<file path="src/core/lrc_pkg.sv">
// Constants for the locked read-modify-write and CPU-space bus sequencer.
// Assumes a single 100 MHz clock; every bus input is asynchronous to it.
package lrc_pkg;

  // ****************************************
  // Bus encodings
  // ****************************************
  localparam logic [3:0] LRC_FC_CPU_SPACE = 4'h7;
  localparam logic [3:0] LRC_CPU_TYPE_BREAKPOINT_REQUEST_N = 4'h0;
  localparam logic [1:0] LRC_WIDTH_BYTE = 2'h1;
  localparam logic [1:0] LRC_WIDTH_WORD = 2'h2;
  localparam logic [2:0] LRC_HW_BREAKPOINT_REQUEST_N_NUM = 3'h7;
  localparam int LRC_TYPE_LSB = 16;
  localparam int LRC_NUM_LSB = 2;
  localparam int LRC_KIND_BIT = 1;

  // ****************************************
  // Timing
  // ****************************************
  localparam int LRC_CLK_NS = 10;
  localparam int LRC_IDLE_NS = 20;
  localparam int LRC_IDLE_CYC = (LRC_IDLE_NS + LRC_CLK_NS - 1) / LRC_CLK_NS;

  // ****************************************
  // Sequencer states (half-clock bus states)
  // ****************************************
  typedef enum logic [3:0] {
    LRC_IDLE, LRC_S0, LRC_S1, LRC_S2, LRC_S3, LRC_SW, LRC_S4, LRC_S5, LRC_GAP
  } lrc_state_e;

  // Outcome of a breakpoint acknowledge read
  typedef enum logic [1:0] {
    LRC_BK_NONE, LRC_BK_OPCODE, LRC_BK_ILLEGAL, LRC_BK_HW_EXC
  } lrc_bk_result_e;

endpackage

</file>
<file path="src/core/lrc_bus_seq.sv">
// Bus sequencer for locked read-modify-write and breakpoint acknowledge reads.
// Assumes the core gives one request at a time and waits for done; bus pins
// are asynchronous and pass two flops before use. Each half-clock bus state
// is one clock of this logic.
`timescale 1ns/10ps
module lrc_bus_seq
  import lrc_pkg::*;
#(
  parameter int DATA_W = 16,
  parameter int ADDR_W = 32,
  parameter int IDLE_CYC = LRC_IDLE_CYC
) (
  // Clock and reset
  input wire logic clock,
  input wire logic rst,
  // Core request: locked read-modify-write
  input wire logic rmw_start,
  input wire logic [ADDR_W-1:0] rmw_addr,
  input wire logic [3:0] rmw_fc,
  input wire logic [1:0] rmw_width,
  input wire logic [1:0] rmw_reads,
  input wire logic [1:0] rmw_writes,
  input wire logic [DATA_W-1:0] rmw_wdata,
  input wire logic rmw_addr_step,
  // Core request: software breakpoint
  input wire logic sw_breakpoint_request_n_start,
  input wire logic [2:0] sw_breakpoint_request_n_num,
  input wire logic port_8bit,
  input wire logic breakpoint_request_n_bg_mode,
  input wire logic pipe_flush,
  // Core answer
  output logic done,
  output logic [DATA_W-1:0] rdata,
  output logic rd_valid,
  output lrc_bk_result_e breakpoint_request_n_result,
  output logic breakpoint_request_n_pending,
  // External bus outputs
  output logic [ADDR_W-1:0] address,
  output logic [3:0] function_code,
  output logic [1:0] transfer_width,
  output logic read_not_write,
  output logic address_strobe_n,
  output logic data_strobe_n,
  output logic locked_cycle_n,
  output logic bus_grant_out_n,
  output logic [DATA_W-1:0] data_out,
  output logic data_oe_n,
  // External bus inputs
  input wire logic [1:0] data_ack_width_n,
  input wire logic bus_error_n,
  input wire logic bus_request_in_n,
  input wire logic breakpoint_request_n,
  input wire logic [DATA_W-1:0] data_in
);

  // ****************************************
  // Input synchronisers
  // ****************************************
  logic [4:0] ctl_sync;
  logic [DATA_W-1:0] data_sync;
  logic ack_seen;
  logic bus_error_n_seen;
  logic breq_seen;
  logic breakpoint_request_n_pin;

  lrc_sync #(.WIDTH(5), .RESET_VAL(5'h1f)) u_ctl_sync (
    .clock(clock),
    .rst(rst),
    .async_in({data_ack_width_n, bus_error_n, bus_request_in_n, breakpoint_request_n}),
    .sync_out(ctl_sync)
  );

  lrc_sync #(.WIDTH(DATA_W), .RESET_VAL('0)) u_data_sync (
    .clock(clock),
    .rst(rst),
    .async_in(data_in),
    .sync_out(data_sync)
  );

  assign ack_seen = ~(&ctl_sync[4:3]);
  assign bus_error_n_seen = ~ctl_sync[2];
  assign breq_seen = ~ctl_sync[1];
  assign breakpoint_request_n_pin = ~ctl_sync[0];

  // ****************************************
  // Sequence bookkeeping
  // ****************************************
  lrc_state_e state_q;
  logic is_breakpoint_request_n_q;
  logic hw_breakpoint_request_n_q;
  logic writing_q;
  logic [1:0] reads_left_q;
  logic [1:0] writes_left_q;
  logic [7:0] gap_cnt_q;
  logic bus_error_n_q;
  logic breakpoint_request_n_latch_q;
  logic last_read;
  logic last_write;
  logic grab_breakpoint_request_n;

  assign last_read = !writing_q && reads_left_q == 2'h0;
  assign last_write = writing_q && writes_left_q == 2'h0;
  // Hardware breakpoint is taken only when idle and background mode is off
  assign grab_breakpoint_request_n = state_q == LRC_IDLE && breakpoint_request_n_latch_q && !breakpoint_request_n_bg_mode && !rmw_start && !sw_breakpoint_request_n_start;

  // Pin carried with data; a flush discards it
  always_ff @(posedge clock or posedge rst) begin
    if (rst) begin
      breakpoint_request_n_latch_q <= 1'b0;
    end else if (breakpoint_request_n_pin) begin
      // A fresh sample wins over a clear in the same cycle, so no request is lost
      breakpoint_request_n_latch_q <= 1'b1;
    end else if (pipe_flush || grab_breakpoint_request_n) begin
      breakpoint_request_n_latch_q <= 1'b0;
    end
  end

  // ****************************************
  // State machine
  // ****************************************
  always_ff @(posedge clock or posedge rst) begin
    if (rst) begin
      state_q <= LRC_IDLE;
      is_breakpoint_request_n_q <= 1'b0;
      hw_breakpoint_request_n_q <= 1'b0;
      writing_q <= 1'b0;
      reads_left_q <= 2'h0;
      writes_left_q <= 2'h0;
      gap_cnt_q <= 8'h0;
      bus_error_n_q <= 1'b0;
    end else begin
      case (state_q)
        LRC_IDLE: begin
          bus_error_n_q <= 1'b0;
          writing_q <= 1'b0;
          if (rmw_start) begin
            state_q <= LRC_S0;
            is_breakpoint_request_n_q <= 1'b0;
            hw_breakpoint_request_n_q <= 1'b0;
            reads_left_q <= rmw_reads;
            writes_left_q <= rmw_writes;
          end else if (sw_breakpoint_request_n_start || grab_breakpoint_request_n) begin
            state_q <= LRC_S0;
            is_breakpoint_request_n_q <= 1'b1;
            hw_breakpoint_request_n_q <= !sw_breakpoint_request_n_start;
            // An 8-bit port needs two byte reads for the opcode
            reads_left_q <= (sw_breakpoint_request_n_start && port_8bit) ? 2'h1 : 2'h0;
            writes_left_q <= 2'h0;
          end
        end
        LRC_S0: state_q <= LRC_S1;
        LRC_S1: state_q <= LRC_S2;
        LRC_S2: state_q <= (ack_seen || bus_error_n_seen) ? LRC_S3 : LRC_SW;
        LRC_SW: state_q <= (ack_seen || bus_error_n_seen) ? LRC_S3 : LRC_SW;
        LRC_S3: begin
          bus_error_n_q <= bus_error_n_q | bus_error_n_seen;
          state_q <= LRC_S4;
        end
        LRC_S4: state_q <= LRC_S5;
        LRC_S5: begin
          if (is_breakpoint_request_n_q && (bus_error_n_q || last_read)) begin
            state_q <= LRC_IDLE;
          end else if (!writing_q && !last_read) begin
            reads_left_q <= reads_left_q - 2'h1;
            state_q <= LRC_S0;
          end else if (!writing_q) begin
            gap_cnt_q <= 8'(IDLE_CYC);
            state_q <= LRC_GAP;
          end else if (!last_write) begin
            writes_left_q <= writes_left_q - 2'h1;
            state_q <= LRC_S0;
          end else begin
            state_q <= LRC_IDLE;
          end
        end
        LRC_GAP: begin
          if (gap_cnt_q != 8'h0) begin
            gap_cnt_q <= gap_cnt_q - 8'h1;
          end else if (writes_left_q == 2'h3) begin
            // Write count of all ones means no write is wanted
            state_q <= LRC_IDLE;
          end else begin
            writing_q <= 1'b1;
            state_q <= LRC_S0;
          end
        end
        default: state_q <= LRC_IDLE;
      endcase
    end
  end

  // ****************************************
  // Address, code, width and direction
  // ****************************************
  always_ff @(posedge clock or posedge rst) begin
    if (rst) begin
      address <= '0;
      function_code <= 4'h0;
      transfer_width <= 2'h0;
      read_not_write <= 1'b1;
    end else if (state_q == LRC_IDLE && rmw_start) begin
      address <= rmw_addr;
      function_code <= rmw_fc;
      transfer_width <= rmw_width;
      read_not_write <= 1'b1;
    end else if (state_q == LRC_IDLE && (sw_breakpoint_request_n_start || grab_breakpoint_request_n)) begin
      address <= '0;
      address[LRC_TYPE_LSB +: 4] <= LRC_CPU_TYPE_BREAKPOINT_REQUEST_N;
      address[LRC_NUM_LSB +: 3] <= sw_breakpoint_request_n_start ? sw_breakpoint_request_n_num : LRC_HW_BREAKPOINT_REQUEST_N_NUM;
      address[LRC_KIND_BIT] <= !sw_breakpoint_request_n_start;
      function_code <= LRC_FC_CPU_SPACE;
      transfer_width <= (sw_breakpoint_request_n_start && port_8bit) ? LRC_WIDTH_BYTE : LRC_WIDTH_WORD;
      read_not_write <= 1'b1;
    end else if (state_q == LRC_GAP && gap_cnt_q == 8'h0 && writes_left_q != 2'h3) begin
      read_not_write <= 1'b0;
      if (rmw_addr_step) begin
        address <= rmw_addr;
      end
    end else if (state_q == LRC_S5 && !is_breakpoint_request_n_q && !writing_q && !last_read) begin
      address <= address + ADDR_W'(1);
    end else if (state_q == LRC_S5 && writing_q && !last_write) begin
      address <= address + ADDR_W'(1);
    end else if (state_q == LRC_S5 && is_breakpoint_request_n_q && !bus_error_n_q && !last_read) begin
      address[0] <= 1'b1;
    end else if (state_q == LRC_IDLE) begin
      read_not_write <= 1'b1;
    end
  end

  // ****************************************
  // Strobes and lock
  // ****************************************
  always_ff @(posedge clock or posedge rst) begin
    if (rst) begin
      address_strobe_n <= 1'b1;
      data_strobe_n <= 1'b1;
    end else begin
      // Strobe outputs are registered from state_q, so they follow the state one clock late
      address_strobe_n <= !(state_q == LRC_S0 || state_q == LRC_S2 || state_q == LRC_SW ||
                            state_q == LRC_S3 || state_q == LRC_S1);
      data_strobe_n <= writing_q ? !(state_q == LRC_S2 || state_q == LRC_SW || state_q == LRC_S3)
                                 : !(state_q == LRC_S0 || state_q == LRC_S1 || state_q == LRC_S2 ||
                                     state_q == LRC_SW || state_q == LRC_S3);
      if (state_q == LRC_S4) begin
        address_strobe_n <= 1'b1;
        data_strobe_n <= 1'b1;
      end
    end
  end

  always_ff @(posedge clock or posedge rst) begin
    if (rst) begin
      locked_cycle_n <= 1'b1;
    end else if (state_q == LRC_IDLE) begin
      locked_cycle_n <= !rmw_start;
    end else if (state_q == LRC_S5 && !is_breakpoint_request_n_q && last_write) begin
      locked_cycle_n <= 1'b1;
    end else if (state_q == LRC_GAP && gap_cnt_q == 8'h0 && writes_left_q == 2'h3) begin
      locked_cycle_n <= 1'b1;
    end
  end

  // Grant only when no locked sequence is active
  always_ff @(posedge clock or posedge rst) begin
    if (rst) begin
      bus_grant_out_n <= 1'b1;
    end else begin
      bus_grant_out_n <= !(breq_seen && state_q == LRC_IDLE && locked_cycle_n && !rmw_start);
    end
  end

  // ****************************************
  // Write data drive
  // ****************************************
  always_ff @(posedge clock or posedge rst) begin
    if (rst) begin
      data_out <= '0;
      data_oe_n <= 1'b1;
    end else begin
      if (writing_q && state_q == LRC_S1) begin
        data_out <= rmw_wdata;
        data_oe_n <= 1'b0;
      end else if (state_q == LRC_IDLE || (state_q == LRC_S5 && last_write)) begin
        data_oe_n <= 1'b1;
      end
    end
  end

  // ****************************************
  // Read capture and results
  // ****************************************
  always_ff @(posedge clock or posedge rst) begin
    if (rst) begin
      rdata <= '0;
      rd_valid <= 1'b0;
    end else begin
      rd_valid <= 1'b0;
      if (state_q == LRC_S4 && !writing_q && !bus_error_n_q && !hw_breakpoint_request_n_q) begin
        rd_valid <= 1'b1;
        if (is_breakpoint_request_n_q && port_8bit) begin
          rdata <= {rdata[7:0], data_sync[DATA_W-1 -: 8]};
        end else begin
          rdata <= data_sync;
        end
      end
    end
  end

  always_ff @(posedge clock or posedge rst) begin
    if (rst) begin
      done <= 1'b0;
      breakpoint_request_n_result <= LRC_BK_NONE;
      breakpoint_request_n_pending <= 1'b0;
    end else begin
      done <= 1'b0;
      breakpoint_request_n_pending <= breakpoint_request_n_latch_q;
      if (state_q == LRC_S5 && is_breakpoint_request_n_q && (bus_error_n_q || last_read)) begin
        done <= 1'b1;
        if (bus_error_n_q) begin
          breakpoint_request_n_result <= hw_breakpoint_request_n_q ? LRC_BK_HW_EXC : LRC_BK_ILLEGAL;
        end else begin
          breakpoint_request_n_result <= hw_breakpoint_request_n_q ? LRC_BK_NONE : LRC_BK_OPCODE;
        end
      end else if ((state_q == LRC_S5 && writing_q && last_write) ||
                   (state_q == LRC_GAP && gap_cnt_q == 8'h0 && writes_left_q == 2'h3)) begin
        done <= 1'b1;
        breakpoint_request_n_result <= LRC_BK_NONE;
      end
    end
  end

endmodule

</file>
<file path="src/core/lrc_sync.sv">
// Two-flop synchroniser, one per bit.
// Assumes inputs come from pins outside the clock domain.
`timescale 1ns/10ps
module lrc_sync #(
  parameter int WIDTH = 1,
  parameter logic [WIDTH-1:0] RESET_VAL = '0
) (
  // Clock and reset
  input wire logic clock,
  input wire logic rst,
  // Data
  input wire logic [WIDTH-1:0] async_in,
  output logic [WIDTH-1:0] sync_out
);

  logic [WIDTH-1:0] meta_q;

  // ****************************************
  // Per-bit two flop chain
  // ****************************************
  genvar i;
  generate
    for (i = 0; i < WIDTH; i++) begin : g_bit
      always_ff @(posedge clock or posedge rst) begin
        if (rst) begin
          meta_q[i] <= RESET_VAL[i];
          sync_out[i] <= RESET_VAL[i];
        end else begin
          meta_q[i] <= async_in[i];
          sync_out[i] <= meta_q[i];
        end
      end
    end
  endgenerate

endmodule

</file>
<file path="config.mk">
export PLATFORM = sky130hd
export DESIGN_NAME = lrc_bus_seq
export DESIGN_NICKNAME = d
export VERILOG_FILES = /design/src/core/lrc_pkg.sv /design/src/core/lrc_bus_seq.sv /design/src/core/lrc_sync.sv
export SDC_FILE = /design/constraint.sdc
export NUM_CORES = 1
export LEC_CHECK = 0
export ABC_AREA = 1
export BUFFER_PORTS_ARGS = -buffer_cell sky130_fd_sc_hd__buf_4
export CAP_MARGIN = 10
export CORE_UTILIZATION = 36
export CTS_BUF_LIST = sky130_fd_sc_hd__clkbuf_16
export CTS_CLUSTER_SIZE = 25
export DETAILED_ROUTE_END_ITERATION = 6
export GPL_TIMING_DRIVEN = 1
export PLACE_DENSITY = 0.69
export SYNTH_ARGS = -nofsm -noshare
export SYNTH_HDL_FRONTEND = slang
export SYNTH_SLANG_ARGS = --single-unit
export TNS_END_PERCENT = 10
</file>
<file path="constraint.sdc">
create_clock -name clock -period 9.35 [get_ports clock]
set_input_delay 1.4025 -clock clock [delete_from_list [all_inputs] [get_ports clock]]
set_output_delay 1.4025 -clock clock [all_outputs]
set_load 0.01 [all_outputs]
</file>
==> flow_summary.ini <==
[worst_setup_path]
cpPeakStageDelay_ps = 670
path_cells = buf_4 > inv_1 > a31oi_4 > nor2_4 > nand2_8 > nand2_8 > inv_6 > nand2_1 > o21ai_1
regToRegStartpoint = state_q[2]$_DFFE_PP0P_
cp.required_ps = 9660
path_delay_family = simple AND/OR/NAND/NOR gates
cp.arrival_ps = 3330
startpoint = rmw_start
worst-path-buf-inv = 3
slowest_stage = nor2_4
cp-start-kind = primary input
critical_path.max_fanout = 33
cpMostUsedCell = nand2_8
end_kind = register
crit_type = in -> reg

[global_routing]
grt.total_usage = 0.1932
grt_pass1_wl_mm = 29.88
grt_util_met1 = 0.2510
overflow = 0
antenna_found_initial = 0
gr-usage-met3 = 0.05249
top_usage_layer = met2
grt_pass1_vias = 5924
grt_max_degree = 97
gr-usage-met2 = 0.3019

[outcome]
status = finished, final reports clean

[sta]
fmax_mhz = 331.2
rsz0062_at_grt = no
fin_crit_sh = 0.3230
fin_setup_tns_ps = 0
skew_ps = 9.110
slew_violations = 0
relSlewSlack = 0.2344
period_minus_slack_ps = 3020
setup_violations = 0
tightest_slew_ps = 1145
hold_viol = 0

[yosys]
yosysTopAreaCell = dfrtp_1
ys_async_sr_fraction = 1.000
synth_area_per_cell_sq_um = 8.236
synthSimpleGateAreaFrac = 0.3077
synthXorXnorAreaFrac = 0.01731
synth_cell_types = 40
synth_area_leaders = dfrtp_1, nand2_1, dfstp_2
ys_seq_elements = 144
synthesis.area_sq_um = 7083
synthCells = 860
yosysMostFrequentCell = nand2_1
synthTopCellsByCount = nand2_1, dfrtp_1, nor2_1
yosysSeqAreaShare = 0.5116
synth_ff_type = dfrtp_1
yosysWarnings = 0
syn-num-nets = 956
synthAdderAreaFrac = 0.01060
synth_edf_count = 0
synth.area.mux_share = 0.02544
netlist.area_leader.share = 0.4522
synth_compound_area_frac = 0.06836
synth_top_family_by_area = simple AND/OR/NAND/NOR gates

[cells_and_area]
stdcell_count = 1301
area_growth_pct = 29.75
nets = 1124
fin_area_sq_um = 9190
utilization = 0.4832
fill_cells = 1884
antennaDiodeCount = 0
drive_gt1_frac = 0.2661

[drt]
drt-total-wl_mm = 18.88
drc_errors = 0
drtIter0Drc = 414
ant_nets = 0
wl_per_cell_um = 14.51
firstDrtPassIters = 6
avgViaCountPerCell = 4.797
vias = 6241

[floorplanning]
die_area_sq_um = 20240
fp.dieW_um = 142.3
die_y_um = 142.3
num_rows = 50
num_io_pins = 171
start_util = 0.3724
core_area_sq_um = 19020

[power]
pwr-share-clk = 0.258
seqPwrFrac = 0.366
p_int_uw = 1579
combPwrFrac = 0.376
power_density_nw_per_um2 = 291.0
p_sw_frac = 0.4094
power.switching_uw = 1095
peakVddDrop_mv = 0.1545
p_leak_uw = 0.004488

[cts]
insertion_delay_ps = 430
cts_sinks = 144
ctsHoldBuffers = 0
post_cts_resized = 0
clkTransAtPathRegs_ps = 70
cts_buffers = 17
cts_tree = built
cts_root_buf = clkbuf_16
cts_buffer_depth = 2
h-tree-depth = 4
post_cts_buffers = 0

[place]
port_buffers = 170
dp.cells = 1269
place_area_sq_um = 8571
gp_congestion = 0.9568
hpwl_mm = 14.08

[flow_run]
max_cap_viol_count = 0

[min_path]
hold_path_class = reg -> reg
hold_start = u_data_sync.meta_q[2]$_DFF_PP0_
==> cell type report <==
cell class,count,area (sq um),area share
repair buffers,171,1284,0.1397
inverters,74,290.3,0.03159
clock buffers,17,425.4,0.04629
clock inverters,15,193.9,0.02110
flip-flops and latches,144,3623,0.3943
well taps,260,325.3,0.03540
multi-input cells,620,3048,0.3317
==> through the flow <==
step	power, uW	hold WS [ps]	setup slack [ps]
3_5_place_dp	1998	334.7	5886
6_report	2674	349.5	6330
5_1_grt	2855	356.0	6138
4_1_cts	2696	350.7	6331
2_1_floorplan	1602	331.2	4108
3_3_place_gp	1976	332.2	5971
==> power groups by stage <==
stage               clock network [uW]  logic (uW)  registers [uW]
floorplan                            0         609             993
global placement                     0         993             982
detailed placement                   0        1010             984
CTS                                703        1020             976
global route                       727        1130            1000
finish                             691        1010             977
==> cell families after synthesis <==
kind of cell / after synthesis
AO/OA/AOI/OAI: 81
XOR/XNOR: 14
adder cells (fa/ha/maj): 6
buffers and inverters: 96
flip-flops: 144
multiplexers: 16
AND/OR/NAND/NOR: 503
==> layer usage <==
metal,up-vias,part of all wire
li1,3085,-
met2,256,0.46
met5,-,0
met4,0,0.026
met3,38,0.080
met1,2862,0.43
==> layout by cell type, fill, tap and decap left out, types with 9 or more instances in the layout <==
cell type / synthesis / final
nand3_1: 50 / 50
nor3_1: 9 / 9
a21oi_1: 20 / 20
buf_4: 4 / 171
dfrtp_1: 128 / 128
a31oi_1: 18 / 18
inv_2: 9 / 9
mux2_2: 16 / 16
dfstp_2: 16 / 16
xor2_1: 12 / 12
nand2_1: 307 / 307
inv_1: 62 / 61
nor2_1: 92 / 92
o21ai_0: 24 / 24
clkbuf_16: 0 / 17
nand3b_1: 9 / 9
==> state kept, by name, summed over array words and instances, names as in the netlist, 4 cells and up <==
name and count:
u_data_sync.meta_q 16, state_q 4, data_out 16, function_code 4, address 32, gap_cnt_q 8
u_ctl_sync.meta_q 5, u_ctl_sync.sync_out 5, rdata 16, u_data_sync.sync_out 16
==> path summary, 6_finish.rpt <==
| check | to | slack [ps] | cells after the start |
|---|---|---|---|
| max in group asynchronous | breakpoint_request_n_result[0]$_DFFE_PP0P_ | 7070 | 3 |
| min in group asynchronous | data_out[1]$_DFFE_PP0P_ | 1140 | 2 |
| worst min-delay path | u_data_sync.sync_out[2]$_DFF_PP0_ | 350 | 0 |
| worst max-delay path | address[9]$_DFFE_PP0P_ | 6330 | 9 |
| worst min register to register | u_data_sync.sync_out[2]$_DFF_PP0_ | 350 | 0 |
| worst max register to register | address[20]$_DFFE_PP0P_ | 6850 | 10 |
Power figures use the tool's default switching activity.
